$ cat config.mk
export PLATFORM = sky130hd
export DESIGN_NAME = harvard_core
export DESIGN_NICKNAME = d
export VERILOG_FILES = /design/src/hw/core_pkg.sv /design/src/hw/file_ram.sv /design/src/hw/harvard_core.sv
export SDC_FILE = /design/constraint.sdc
export NUM_CORES = 1
export LEC_CHECK = 0
export BUFFER_PORTS_ARGS = -buffer_cell sky130_fd_sc_hd__buf_2
export CAP_MARGIN = 20
export CORE_MARGIN = 5
export CORE_UTILIZATION = 30
export DETAILED_ROUTE_END_ITERATION = 8
export GPL_TIMING_DRIVEN = 0
export HOLD_SLACK_MARGIN = 0.05
export PLACE_DENSITY_LB_ADDON = 0.25
export SLEW_MARGIN = 20
export SYNTH_ARGS = -nofsm -noshare
export SYNTH_HDL_FRONTEND = slang
export SYNTH_SLANG_ARGS = --single-unit
$ cat constraint.sdc
create_clock -name clk -period 6.4 [get_ports clk]
set_input_delay 0.64 -clock clk [delete_from_list [all_inputs] [get_ports clk]]
set_output_delay 0.64 -clock clk [all_outputs]
set_load 0.03 [all_outputs]
$ cat src/hw/core_pkg.sv
// Shared constants and types for the core datapath.
// Assumes one core clock; quarter phases are counted inside the core.
package core_pkg;
	localparam int INSTR_W      = 14;
	localparam int DATA_W       = 8;
	localparam int FILE_AW      = 7;
	localparam int PROG_AW_1K   = 10;
	localparam int PROG_AW_512  = 9;
	localparam int RAM_DEPTH    = 128;

	// Instruction fields
	localparam int CLASS_HI     = 13;
	localparam int CLASS_LO     = 12;
	localparam int OP_HI        = 11;
	localparam int OP_LO        = 8;
	localparam int DEST_BIT     = 7;
	localparam int TARGET_HI    = 9;

	localparam logic [1:0] CLASS_FILE    = 2'h0;
	localparam logic [1:0] CLASS_BRANCH  = 2'h2;
	localparam logic [1:0] CLASS_LITERAL = 2'h3;

	localparam logic [INSTR_W-1:0] NOP_WORD = 14'h0000;

	// Special file addresses
	localparam logic [FILE_AW-1:0] ADDR_INDIRECT = 7'h00;
	localparam logic [FILE_AW-1:0] ADDR_IPTR_LO  = 7'h02;
	localparam logic [FILE_AW-1:0] ADDR_STATUS   = 7'h03;
	localparam logic [FILE_AW-1:0] ADDR_POINTER  = 7'h04;
	localparam logic [FILE_AW-1:0] ADDR_RAM_BASE = 7'h0C;

	// Status bit positions and reset values
	localparam int STATUS_CARRY  = 0;
	localparam int STATUS_NIBBLE = 1;
	localparam int STATUS_ZERO   = 2;
	localparam logic [DATA_W-1:0] STATUS_RESET  = 8'h18;
	localparam logic [DATA_W-1:0] POINTER_RESET = 8'h00;
	localparam logic [DATA_W-1:0] W_RESET       = 8'h00;

	typedef enum logic [3:0] {
		OP_NOP, OP_MOVE, OP_STORE_W, OP_ADD, OP_SUB, OP_AND, OP_IOR, OP_XOR,
		OP_COM, OP_INC, OP_DEC, OP_ROT_L, OP_ROT_R, OP_SWAP, OP_CLR, OP_PASS_W
	} alu_op_t;

	typedef enum logic [1:0] {Q1, Q2, Q3, Q4} quarter_t;

	typedef struct packed {
		logic carry;
		logic nibble;
		logic zero;
	} alu_flags_t;

	typedef struct packed {
		logic [1:0]         iclass;
		alu_op_t            op;
		logic               to_file;
		logic [FILE_AW-1:0] faddr;
		logic [DATA_W-1:0]  literal;
	} decoded_t;
endpackage : core_pkg

$ cat src/hw/file_ram.sv
// General purpose data memory of the core.
// Assumes single clock; read data appear one edge after the address.
`timescale 1ns/1ps
module file_ram #(
	parameter int DEPTH = 128,
	parameter int AW    = 7,
	parameter int DW    = 8
) (
	input  wire logic          clk,
	input  wire logic          we,
	input  wire logic [AW-1:0] waddr,
	input  wire logic [DW-1:0] wdata,
	input  wire logic [AW-1:0] raddr,
	output logic      [DW-1:0] rdata
);
	logic [DW-1:0] mem [DEPTH];

	if (DEPTH > (1 << AW)) begin : g_check
		$error("file_ram depth exceeds address range");
	end

	always_ff @(posedge clk) begin
		if (we) begin
			mem[waddr] <= wdata;
		end
	end

	// Registered read keeps the operand path off the decode timing
	always_ff @(posedge clk) begin
		rdata <= mem[raddr];
	end
endmodule : file_ram

$ cat src/hw/harvard_core.sv
// Two-stage 8-bit core datapath: fetch, file operand, ALU, write back.
// Assumes external program memory answering combinationally on prog_data.
//
// Notes on behaviour
// RULE_01: One 14-bit word fetched per cycle
// RULE_02: Fetch of next overlaps current execute
// RULE_03: One cycle each; branch flushes fetch
// RULE_04: Pointer spans 512 or 1K words
// RULE_05: Special registers live in file space
// RULE_06: File reach direct or through pointer
// RULE_07: Every operation on every file address
// RULE_08: ALU 8 bits: add, sub, shift, logic
// RULE_09: Arithmetic is two's complement
// RULE_10: Two operands: accumulator with file/literal
// RULE_11: Single operand: accumulator or file
// RULE_12: Accumulator has no file address
// RULE_13: Carry, nibble, zero updated per instruction
// RULE_14: Subtract flags are inverted borrows
// RULE_15: Operand read Q2, result written Q4
// RULE_16: Zero flag set exactly on zero result
`timescale 1ns/1ps
module harvard_core #(
	parameter int PROG_AW = core_pkg::PROG_AW_1K
) (
	input  wire logic                         clk,
	input  wire logic                         reset,
	input  wire logic [core_pkg::INSTR_W-1:0] prog_data,
	output logic      [PROG_AW-1:0]           prog_addr,
	output logic      [core_pkg::DATA_W-1:0]  accumulator,
	output logic      [core_pkg::DATA_W-1:0]  status,
	output logic                              cycle_start
);
	localparam int DW = core_pkg::DATA_W;
	localparam int AW = core_pkg::FILE_AW;

	if (PROG_AW != core_pkg::PROG_AW_1K && PROG_AW != core_pkg::PROG_AW_512) begin : g_check
		$error("PROG_AW must select 512 or 1K words");
	end

	core_pkg::quarter_t            quarter_reg;
	logic [PROG_AW-1:0]            instruction_pointer_reg;
	logic [core_pkg::INSTR_W-1:0]  instr_reg;
	logic [DW-1:0]                 w_reg;
	logic [DW-1:0]                 status_reg;
	logic [DW-1:0]                 pointer_reg;
	logic [DW-1:0]                 operand_reg;
	logic [DW-1:0]                 result_reg;
	core_pkg::alu_flags_t          flags_reg;
	core_pkg::decoded_t            dec;
	logic [AW-1:0]                 eff_addr;
	logic                          is_ram;
	logic [DW-1:0]                 ram_rdata;
	logic                          ram_we;
	logic [DW-1:0]                 sfr_rdata;
	logic [DW-1:0]                 alu_a;
	logic [DW-1:0]                 alu_b;
	logic [DW-1:0]                 result_next;
	core_pkg::alu_flags_t          flags_next;
	logic [2:0]                    flag_mask;
	logic                          writes_file;
	logic                          writes_w;
	logic                          branch_now;
	logic [PROG_AW-1:0]            branch_target;

	assign dec.iclass  = instr_reg[core_pkg::CLASS_HI:core_pkg::CLASS_LO];
	assign dec.op      = core_pkg::alu_op_t'(instr_reg[core_pkg::OP_HI:core_pkg::OP_LO]);
	assign dec.to_file = instr_reg[core_pkg::DEST_BIT];
	assign dec.faddr   = instr_reg[AW-1:0];
	assign dec.literal = instr_reg[DW-1:0];

	// Address zero redirects through the pointer register [RULE_06]
	assign eff_addr = (dec.faddr == core_pkg::ADDR_INDIRECT) ? pointer_reg[AW-1:0] : dec.faddr;
	assign is_ram   = (eff_addr >= core_pkg::ADDR_RAM_BASE);

	// Quarter sequencer: four clocks make one instruction cycle
	always_ff @(posedge clk) begin
		if (reset) begin
			quarter_reg <= core_pkg::Q1;
		end else begin
			case (quarter_reg)
				core_pkg::Q1: quarter_reg <= core_pkg::Q2;
				core_pkg::Q2: quarter_reg <= core_pkg::Q3;
				core_pkg::Q3: quarter_reg <= core_pkg::Q4;
				core_pkg::Q4: quarter_reg <= core_pkg::Q1;
				default:      quarter_reg <= core_pkg::Q1;
			endcase
		end
	end

	file_ram #(
		.DEPTH(core_pkg::RAM_DEPTH),
		.AW   (AW),
		.DW   (DW)
	) u_ram (
		.clk  (clk),
		.we   (ram_we),
		.waddr(eff_addr),
		.wdata(result_reg),
		.raddr(eff_addr),
		.rdata(ram_rdata)
	);

	// Special registers decoded in the same space as RAM [RULE_05]
	always_comb begin
		case (eff_addr)
			core_pkg::ADDR_IPTR_LO: sfr_rdata = DW'(instruction_pointer_reg);
			core_pkg::ADDR_STATUS:  sfr_rdata = status_reg;
			core_pkg::ADDR_POINTER: sfr_rdata = pointer_reg;
			default:                sfr_rdata = 8'h00;
		endcase
	end

	// Operand captured at the end of Q2, RAM data ready after Q1 edge [RULE_15]
	always_ff @(posedge clk) begin
		if (reset) begin
			operand_reg <= 8'h00;
		end else if (quarter_reg == core_pkg::Q2) begin
			operand_reg <= is_ram ? ram_rdata : sfr_rdata;
		end
	end

	// Literal class: constant from the word, single-operand ops use W [RULE_10] [RULE_11]
	assign alu_a = w_reg;
	always_comb begin
		case (dec.op)
			core_pkg::OP_COM, core_pkg::OP_INC, core_pkg::OP_DEC, core_pkg::OP_ROT_L,
			core_pkg::OP_ROT_R, core_pkg::OP_SWAP:
				alu_b = (dec.iclass == core_pkg::CLASS_LITERAL) ? w_reg : operand_reg;
			default:
				alu_b = (dec.iclass == core_pkg::CLASS_LITERAL) ? dec.literal : operand_reg;
		endcase
	end

	// Any op on any address, no per-register exceptions [RULE_07] [RULE_08] [RULE_09]
	always_comb begin
		logic [DW:0]   wide;
		logic [4:0]    low;
		wide        = '0;
		low         = '0;
		result_next = alu_b;
		flags_next  = '{carry: status_reg[core_pkg::STATUS_CARRY],
			nibble: status_reg[core_pkg::STATUS_NIBBLE], zero: 1'b0};
		flag_mask   = 3'h1;
		case (dec.op)
			core_pkg::OP_ADD: begin
				wide              = {1'b0, alu_b} + {1'b0, alu_a};
				low               = {1'b0, alu_b[3:0]} + {1'b0, alu_a[3:0]};
				result_next       = wide[DW-1:0];
				flags_next.carry  = wide[DW];
				flags_next.nibble = low[4];
				flag_mask         = 3'h7;
			end
			core_pkg::OP_SUB: begin
				// Add of inverse plus one: carry out is not-borrow [RULE_14]
				wide              = {1'b0, alu_b} + {1'b0, ~alu_a} + 9'h001;
				low               = {1'b0, alu_b[3:0]} + {1'b0, ~alu_a[3:0]} + 5'h01;
				result_next       = wide[DW-1:0];
				flags_next.carry  = wide[DW];
				flags_next.nibble = low[4];
				flag_mask         = 3'h7;
			end
			core_pkg::OP_AND: result_next = alu_a & alu_b;
			core_pkg::OP_IOR: result_next = alu_a | alu_b;
			core_pkg::OP_XOR: result_next = alu_a ^ alu_b;
			core_pkg::OP_COM: result_next = ~alu_b;
			core_pkg::OP_INC: result_next = alu_b + 8'h01;
			core_pkg::OP_DEC: result_next = alu_b - 8'h01;
			core_pkg::OP_ROT_L: begin
				result_next      = {alu_b[DW-2:0], status_reg[core_pkg::STATUS_CARRY]};
				flags_next.carry = alu_b[DW-1];
				flag_mask        = 3'h4;
			end
			core_pkg::OP_ROT_R: begin
				result_next      = {status_reg[core_pkg::STATUS_CARRY], alu_b[DW-1:1]};
				flags_next.carry = alu_b[0];
				flag_mask        = 3'h4;
			end
			core_pkg::OP_SWAP: begin
				result_next = {alu_b[3:0], alu_b[DW-1:4]};
				flag_mask   = 3'h0;
			end
			core_pkg::OP_STORE_W, core_pkg::OP_PASS_W: begin
				result_next = alu_a;
				flag_mask   = 3'h0;
			end
			core_pkg::OP_CLR: result_next = 8'h00;
			core_pkg::OP_MOVE: begin
				result_next = alu_b;
				flag_mask   = (dec.iclass == core_pkg::CLASS_LITERAL) ? 3'h0 : 3'h1;
			end
			default: begin
				result_next = alu_b;
				flag_mask   = 3'h0;
			end
		endcase
		flags_next.zero = (result_next == 8'h00); // [RULE_16]
	end

	// Result settles in Q3 ahead of the Q4 write
	always_ff @(posedge clk) begin
		if (reset) begin
			result_reg <= 8'h00;
			flags_reg  <= '0;
		end else if (quarter_reg == core_pkg::Q3) begin
			result_reg <= result_next;
			flags_reg  <= flags_next;
		end
	end

	// W is never a file target; non-NOP literal ops write it, file ops other than OP_NOP and OP_STORE_W write it when the destination bit is clear [RULE_12]
	assign writes_file = (dec.iclass == core_pkg::CLASS_FILE) && dec.op != core_pkg::OP_NOP
		&& (dec.to_file || dec.op == core_pkg::OP_STORE_W);
	assign writes_w    = (dec.iclass == core_pkg::CLASS_LITERAL && dec.op != core_pkg::OP_NOP)
		|| (dec.iclass == core_pkg::CLASS_FILE && dec.op != core_pkg::OP_NOP
		&& !dec.to_file && dec.op != core_pkg::OP_STORE_W);
	assign ram_we      = (quarter_reg == core_pkg::Q4) && writes_file && is_ram; // [RULE_15]

	always_ff @(posedge clk) begin
		if (reset) begin
			w_reg <= core_pkg::W_RESET;
		end else if (quarter_reg == core_pkg::Q4 && writes_w) begin
			w_reg <= result_reg; // [RULE_10]
		end
	end

	always_ff @(posedge clk) begin
		if (reset) begin
			pointer_reg <= core_pkg::POINTER_RESET;
		end else if (quarter_reg == core_pkg::Q4 && writes_file
				&& eff_addr == core_pkg::ADDR_POINTER) begin
			pointer_reg <= result_reg;
		end
	end

	// Flag update from the ALU overrides a plain write to status [RULE_13]
	always_ff @(posedge clk) begin
		if (reset) begin
			status_reg <= core_pkg::STATUS_RESET;
		end else if (quarter_reg == core_pkg::Q4 && dec.iclass != core_pkg::CLASS_BRANCH) begin
			if (writes_file && eff_addr == core_pkg::ADDR_STATUS) begin
				status_reg <= result_reg;
			end
			if (flag_mask[0]) begin
				status_reg[core_pkg::STATUS_ZERO] <= flags_reg.zero; // [RULE_16]
			end
			if (flag_mask[1]) begin
				status_reg[core_pkg::STATUS_NIBBLE] <= flags_reg.nibble; // [RULE_14]
			end
			if (flag_mask[2]) begin
				status_reg[core_pkg::STATUS_CARRY] <= flags_reg.carry; // [RULE_14]
			end
		end
	end

	// Jump or write to pointer low byte both redirect the fetch
	assign branch_now = (dec.iclass == core_pkg::CLASS_BRANCH)
		|| (writes_file && eff_addr == core_pkg::ADDR_IPTR_LO);
	always_comb begin
		branch_target = instruction_pointer_reg;
		if (dec.iclass == core_pkg::CLASS_BRANCH) begin
			branch_target = instr_reg[PROG_AW-1:0]; // [RULE_04]
		end else begin
			branch_target[DW-1:0] = result_reg;
		end
	end

	// Fetched word latched at end of Q4 while the current word executes [RULE_01] [RULE_02]
	always_ff @(posedge clk) begin
		if (reset) begin
			instruction_pointer_reg <= '0;
			instr_reg               <= core_pkg::NOP_WORD;
		end else if (quarter_reg == core_pkg::Q4) begin
			if (branch_now) begin
				instruction_pointer_reg <= branch_target;
				instr_reg               <= core_pkg::NOP_WORD; // [RULE_03]
			end else begin
				instruction_pointer_reg <= instruction_pointer_reg + 1'b1; // [RULE_04]
				instr_reg               <= prog_data; // [RULE_01]
			end
		end
	end

	always_ff @(posedge clk) begin
		if (reset) begin
			prog_addr   <= '0;
			accumulator <= core_pkg::W_RESET;
			status      <= core_pkg::STATUS_RESET;
			cycle_start <= 1'b0;
		end else begin
			prog_addr   <= (quarter_reg == core_pkg::Q4) ?
				(branch_now ? branch_target : instruction_pointer_reg + 1'b1) :
				instruction_pointer_reg;
			accumulator <= w_reg;
			status      <= status_reg;
			cycle_start <= (quarter_reg == core_pkg::Q4);
		end
	end
endmodule : harvard_core

==> out/results.txt <==
The critical path in this run is classified as reg2reg. The global route total overflow came out at 0. The worst setup path is captured at a register.

The tools report the total clock sinks as 1,118. The number of buffers on the longest clock path is 3. The tree is rooted in a sky130_fd_sc_hd__clkbuf_16. The power density normalized to cell area was 322 mW/mm^2. The tools report the total routed wirelength as 155 mm. The worst register-to-register path has a depth of 8.

The initial antenna violation count came out at 1. The average wire length per cell after detail routing works out to 28.8 um. The vertical die dimension was 401 um; the number of primary I/O pins was 43.

Between clock sinks in the finished design, the worst skew comes to 60.0 ps. The logs give 0 for the number of endpoints with negative hold slack in the final report and 27,591 for the number of global-route vias before repair. Of the synthesized area, sequential elements account for 71.0%. The first global-routing pass estimated 217 mm of wire. The die covers 0.161 sq mm. For hold timing, the worst endpoint is instr_reg[6]. The top fanout value on the critical path was 10; the proportion of register bits with asynchronous set or reset after synthesis was 0%. The logs give 104 mm for the post-detailed-placement half-perimeter wirelength and 0 for the number of pins exceeding their max-slew limit in the final report. The number of distinct library cells after synthesis was 80.

Counting instances, the worst hold path has a depth of 3. The path class of the tightest hold or removal check is in2reg. After layout, the worst setup slack is 478 ps. The floorplan core area was 0.152 sq mm; the highest achievable clock rate was 169 MHz. In this run, CTS created clock tree buffers numbering 118.

The worst setup path is launched from a register. The logs give 6 for the length of the first detailed-routing pass in iterations and 0 for the number of max-cap violations. TritonCTS built the clock tree. Clock-pin slew was measured on the worst setup and hold paths at 60 ps. Routability-driven placement finished with a final weighted congestion of 0.918.

The layout net count is 3,331. For the worst-skew pair, the clock arrives at the later sink with an insertion delay of 750 ps. The flow ran to the end, and the final reports show no timing, DRC or antenna violations. The run gives 3 as the H-tree level count. In this run, post-CTS hold repair placed 0 buffers. At the pin with the least slew margin, the transition time is 1210 ps.

The routed layout has 28,716 vias. The top cell types in the final layout, fill and taps aside, are 1,024 x sky130_fd_sc_hd__edfxtp_1, 415 x sky130_fd_sc_hd__nand2_1, 216 x sky130_fd_sc_hd__nor2_1, 189 x sky130_fd_sc_hd__a21oi_1, 169 x sky130_fd_sc_hd__mux4_2. Relative to the synthesized area, the layout overhead comes to 16.1%.

For the initial DRC count, the log shows 3,565. The share of post-route cells with drive strength above 1 came out at 15.0%. The tools report the number of cells upsized or downsized after cts as 0. The worst register-to-register path begins at instr_reg[3].

The final critical-path required period came out at 5920 ps. In the synthesized netlist, the number of instances is 2,997. The mean number of vias per cell was 5.32; the worst slew margin relative to its limit was 19.0%. For the final number of setup-violating endpoints, the log shows 0. Dividing the synthesized area by the synthesized cell count gives 15.3 sq um.

Setup repair after global routing left no endpoint under its margin. The DRC violation count after routing is 0, and the initial standard-cell utilization of the core is 30.2%. In this run the most critical hold path is launched from prog_data[6].

Data on the critical path is required at its endpoint by 6770 ps. The leakage dissipation is 17.1 nW. VDD sags by at most 0.300 mV.

The tools report the flop-to-flop setup slack as 480 ps. In the global route stage, overall resource usage came out at 18.8%. In this run the cell area of the synthesized design comes to 0.0459 sq mm. Leaving out fill and tap cells, the most frequent cell in the layout is sky130_fd_sc_hd__edfxtp_1. Hold timing on the final database bottoms out at a slack of 115 ps. In the synthesized netlist the dominant register cell turns out to be sky130_fd_sc_hd__edfxtp_1.

The synthesized design contains 1,024 enable-type register cells. The critical register-to-register path endpoint was u_ram.mem[97][4]. The floorplan step set the die width to 401 um. During placement, the flow inserted port buffers numbering 41. In the finished design, the share of the clock period the worst path needs comes to 92.5%.

The number of nets with antenna violations after detailed routing was 0. For the total number of yosys warnings, the log shows 0. The register with the most flip-flops in the layout has 1,024 of them. Counting flops and latches in the post-synthesis netlist gives 1,118. Entering global routing, the biggest net connects 71 pins.

The floorplan has 143 rows. Fill cells in the final layout number 14,709. The number of post-CTS setup repair buffers is 0, and the critical path arrival is 6290 ps.

The repair_antennas step left the layout with diodes totalling 0. The tools report the worst slack at placement as 783 ps.
## worst max-delay path by stage
| stage | startpoint | to | slack (ps) | cells past startpoint |
|---|---|---|---|---|
| global placement | instr_reg[3] | u_ram.mem[100][6] | -230 | 8 |
| detailed placement | instr_reg[3] | u_ram.rdata[4] | 780 | 11 |
| global route | instr_reg[3] | u_ram.mem[68][7] | 570 | 8 |
| finish | instr_reg[3] | u_ram.mem[97][4] | 480 | 8 |
| floorplan | instr_reg[13] | result_reg[7] | 2240 | 14 |
| CTS | instr_reg[3] | u_ram.rdata[4] | 730 | 11 |
## cells by family after synthesis
group / count (synthesis) / synth area share, %
other: 1 / 0.00816
muxes: 284 / 10.8
buffers and inverters: 222 / 2.12
AOI/OAI and AO/OA: 441 / 6.28
and+or+nand+nor: 880 / 8.42
xor gates and xnor gates: 12 / 0.229
adders and majority gates: 39 / 1.11
DFF: 1118 / 71.0
## routing by layer
| metal | global-route usage, % | share of wire (%) | vias to the layer above | routed length (um) |
|---|---|---|---|---|
| li1 | - | - | 12076 | - |
| met3 | 3.54 | 8.2 | 287 | 12700 |
| met1 | 26.7 | 43 | 14971 | 66600 |
| met4 | 6.14 | 3.5 | 0 | 5440 |
| met5 | 0 | 0 | - | 0 |
| met2 | 29.1 | 45 | 1382 | 70600 |
## area by class of cell
cell class                      count  area, sq um  area share, %
Buffer                            174          800           1.50
Clock buffer                      160         3160           5.93
Clock inverter                     52          539           1.01
Inverter                           48          180          0.338
Multi-Input combinational cell   1752        12800           23.9
Sequential cell                  1118        32700           61.2
Tap cell                         2030         2540           4.76
Timing Repair Buffer               64          692           1.30
## stage by stage
step                      util, %  cell area [sq um]  cells  setup TNS (ps)  power, mW
after global placement       32.2              49000   5163          -11300       10.6
after floorplan                 -              46300   3092               0       9.64
final                        35.1              53300   5398               0       17.2
after global routing         35.1              53300   5398               0       17.7
after CTS                    35.1              53300   5397               0       17.3
after detailed placement     32.6              49600   5185               0       10.7
## synthesized netlist by cell type, types with 20 or more instances
master | instances | share of area (%)
sky130_fd_sc_hd__nand4_1 | 22 | 0.30
sky130_fd_sc_hd__buf_2 | 51 | 0.56
sky130_fd_sc_hd__nand2_1 | 415 | 3.4
sky130_fd_sc_hd__ha_1 | 36 | 0.98
sky130_fd_sc_hd__clkbuf_1 | 95 | 0.78
sky130_fd_sc_hd__nor3_1 | 34 | 0.37
sky130_fd_sc_hd__nor2_1 | 227 | 1.9
sky130_fd_sc_hd__inv_1 | 47 | 0.38
sky130_fd_sc_hd__o22ai_1 | 40 | 0.54
sky130_fd_sc_hd__nor2b_1 | 31 | 0.42
sky130_fd_sc_hd__nand3_1 | 54 | 0.59
sky130_fd_sc_hd__edfxtp_1 | 1024 | 67
sky130_fd_sc_hd__mux4_2 | 169 | 8.3
sky130_fd_sc_hd__nor4_1 | 46 | 0.63
sky130_fd_sc_hd__dfxtp_1 | 94 | 4.1
sky130_fd_sc_hd__mux2i_1 | 112 | 2.4
sky130_fd_sc_hd__a21oi_1 | 190 | 2.1
sky130_fd_sc_hd__a22oi_1 | 20 | 0.33
sky130_fd_sc_hd__o21ai_0 | 37 | 0.40
## worst max-delay path, stage by stage (launching register included)
cell and delay (ps):
sky130_fd_sc_hd__dfxtp_1 300, sky130_fd_sc_hd__clkbuf_1 570, sky130_fd_sc_hd__nor4_4 170, sky130_fd_sc_hd__a31oi_1 770
sky130_fd_sc_hd__clkbuf_1 730, sky130_fd_sc_hd__clkbuf_1 620, sky130_fd_sc_hd__nand3_1 620, sky130_fd_sc_hd__clkbuf_1 660
sky130_fd_sc_hd__nor2_1 1040
## report_power, final
group	internal, mW	total, mW	switching (mW)
clock network	3.71	6.65	2.94
logic	0.634	2.17	1.53
registers	8.24	8.37	0.130
total	12.6	17.2	4.60
Note: power is estimated with default switching activity, not from simulation.
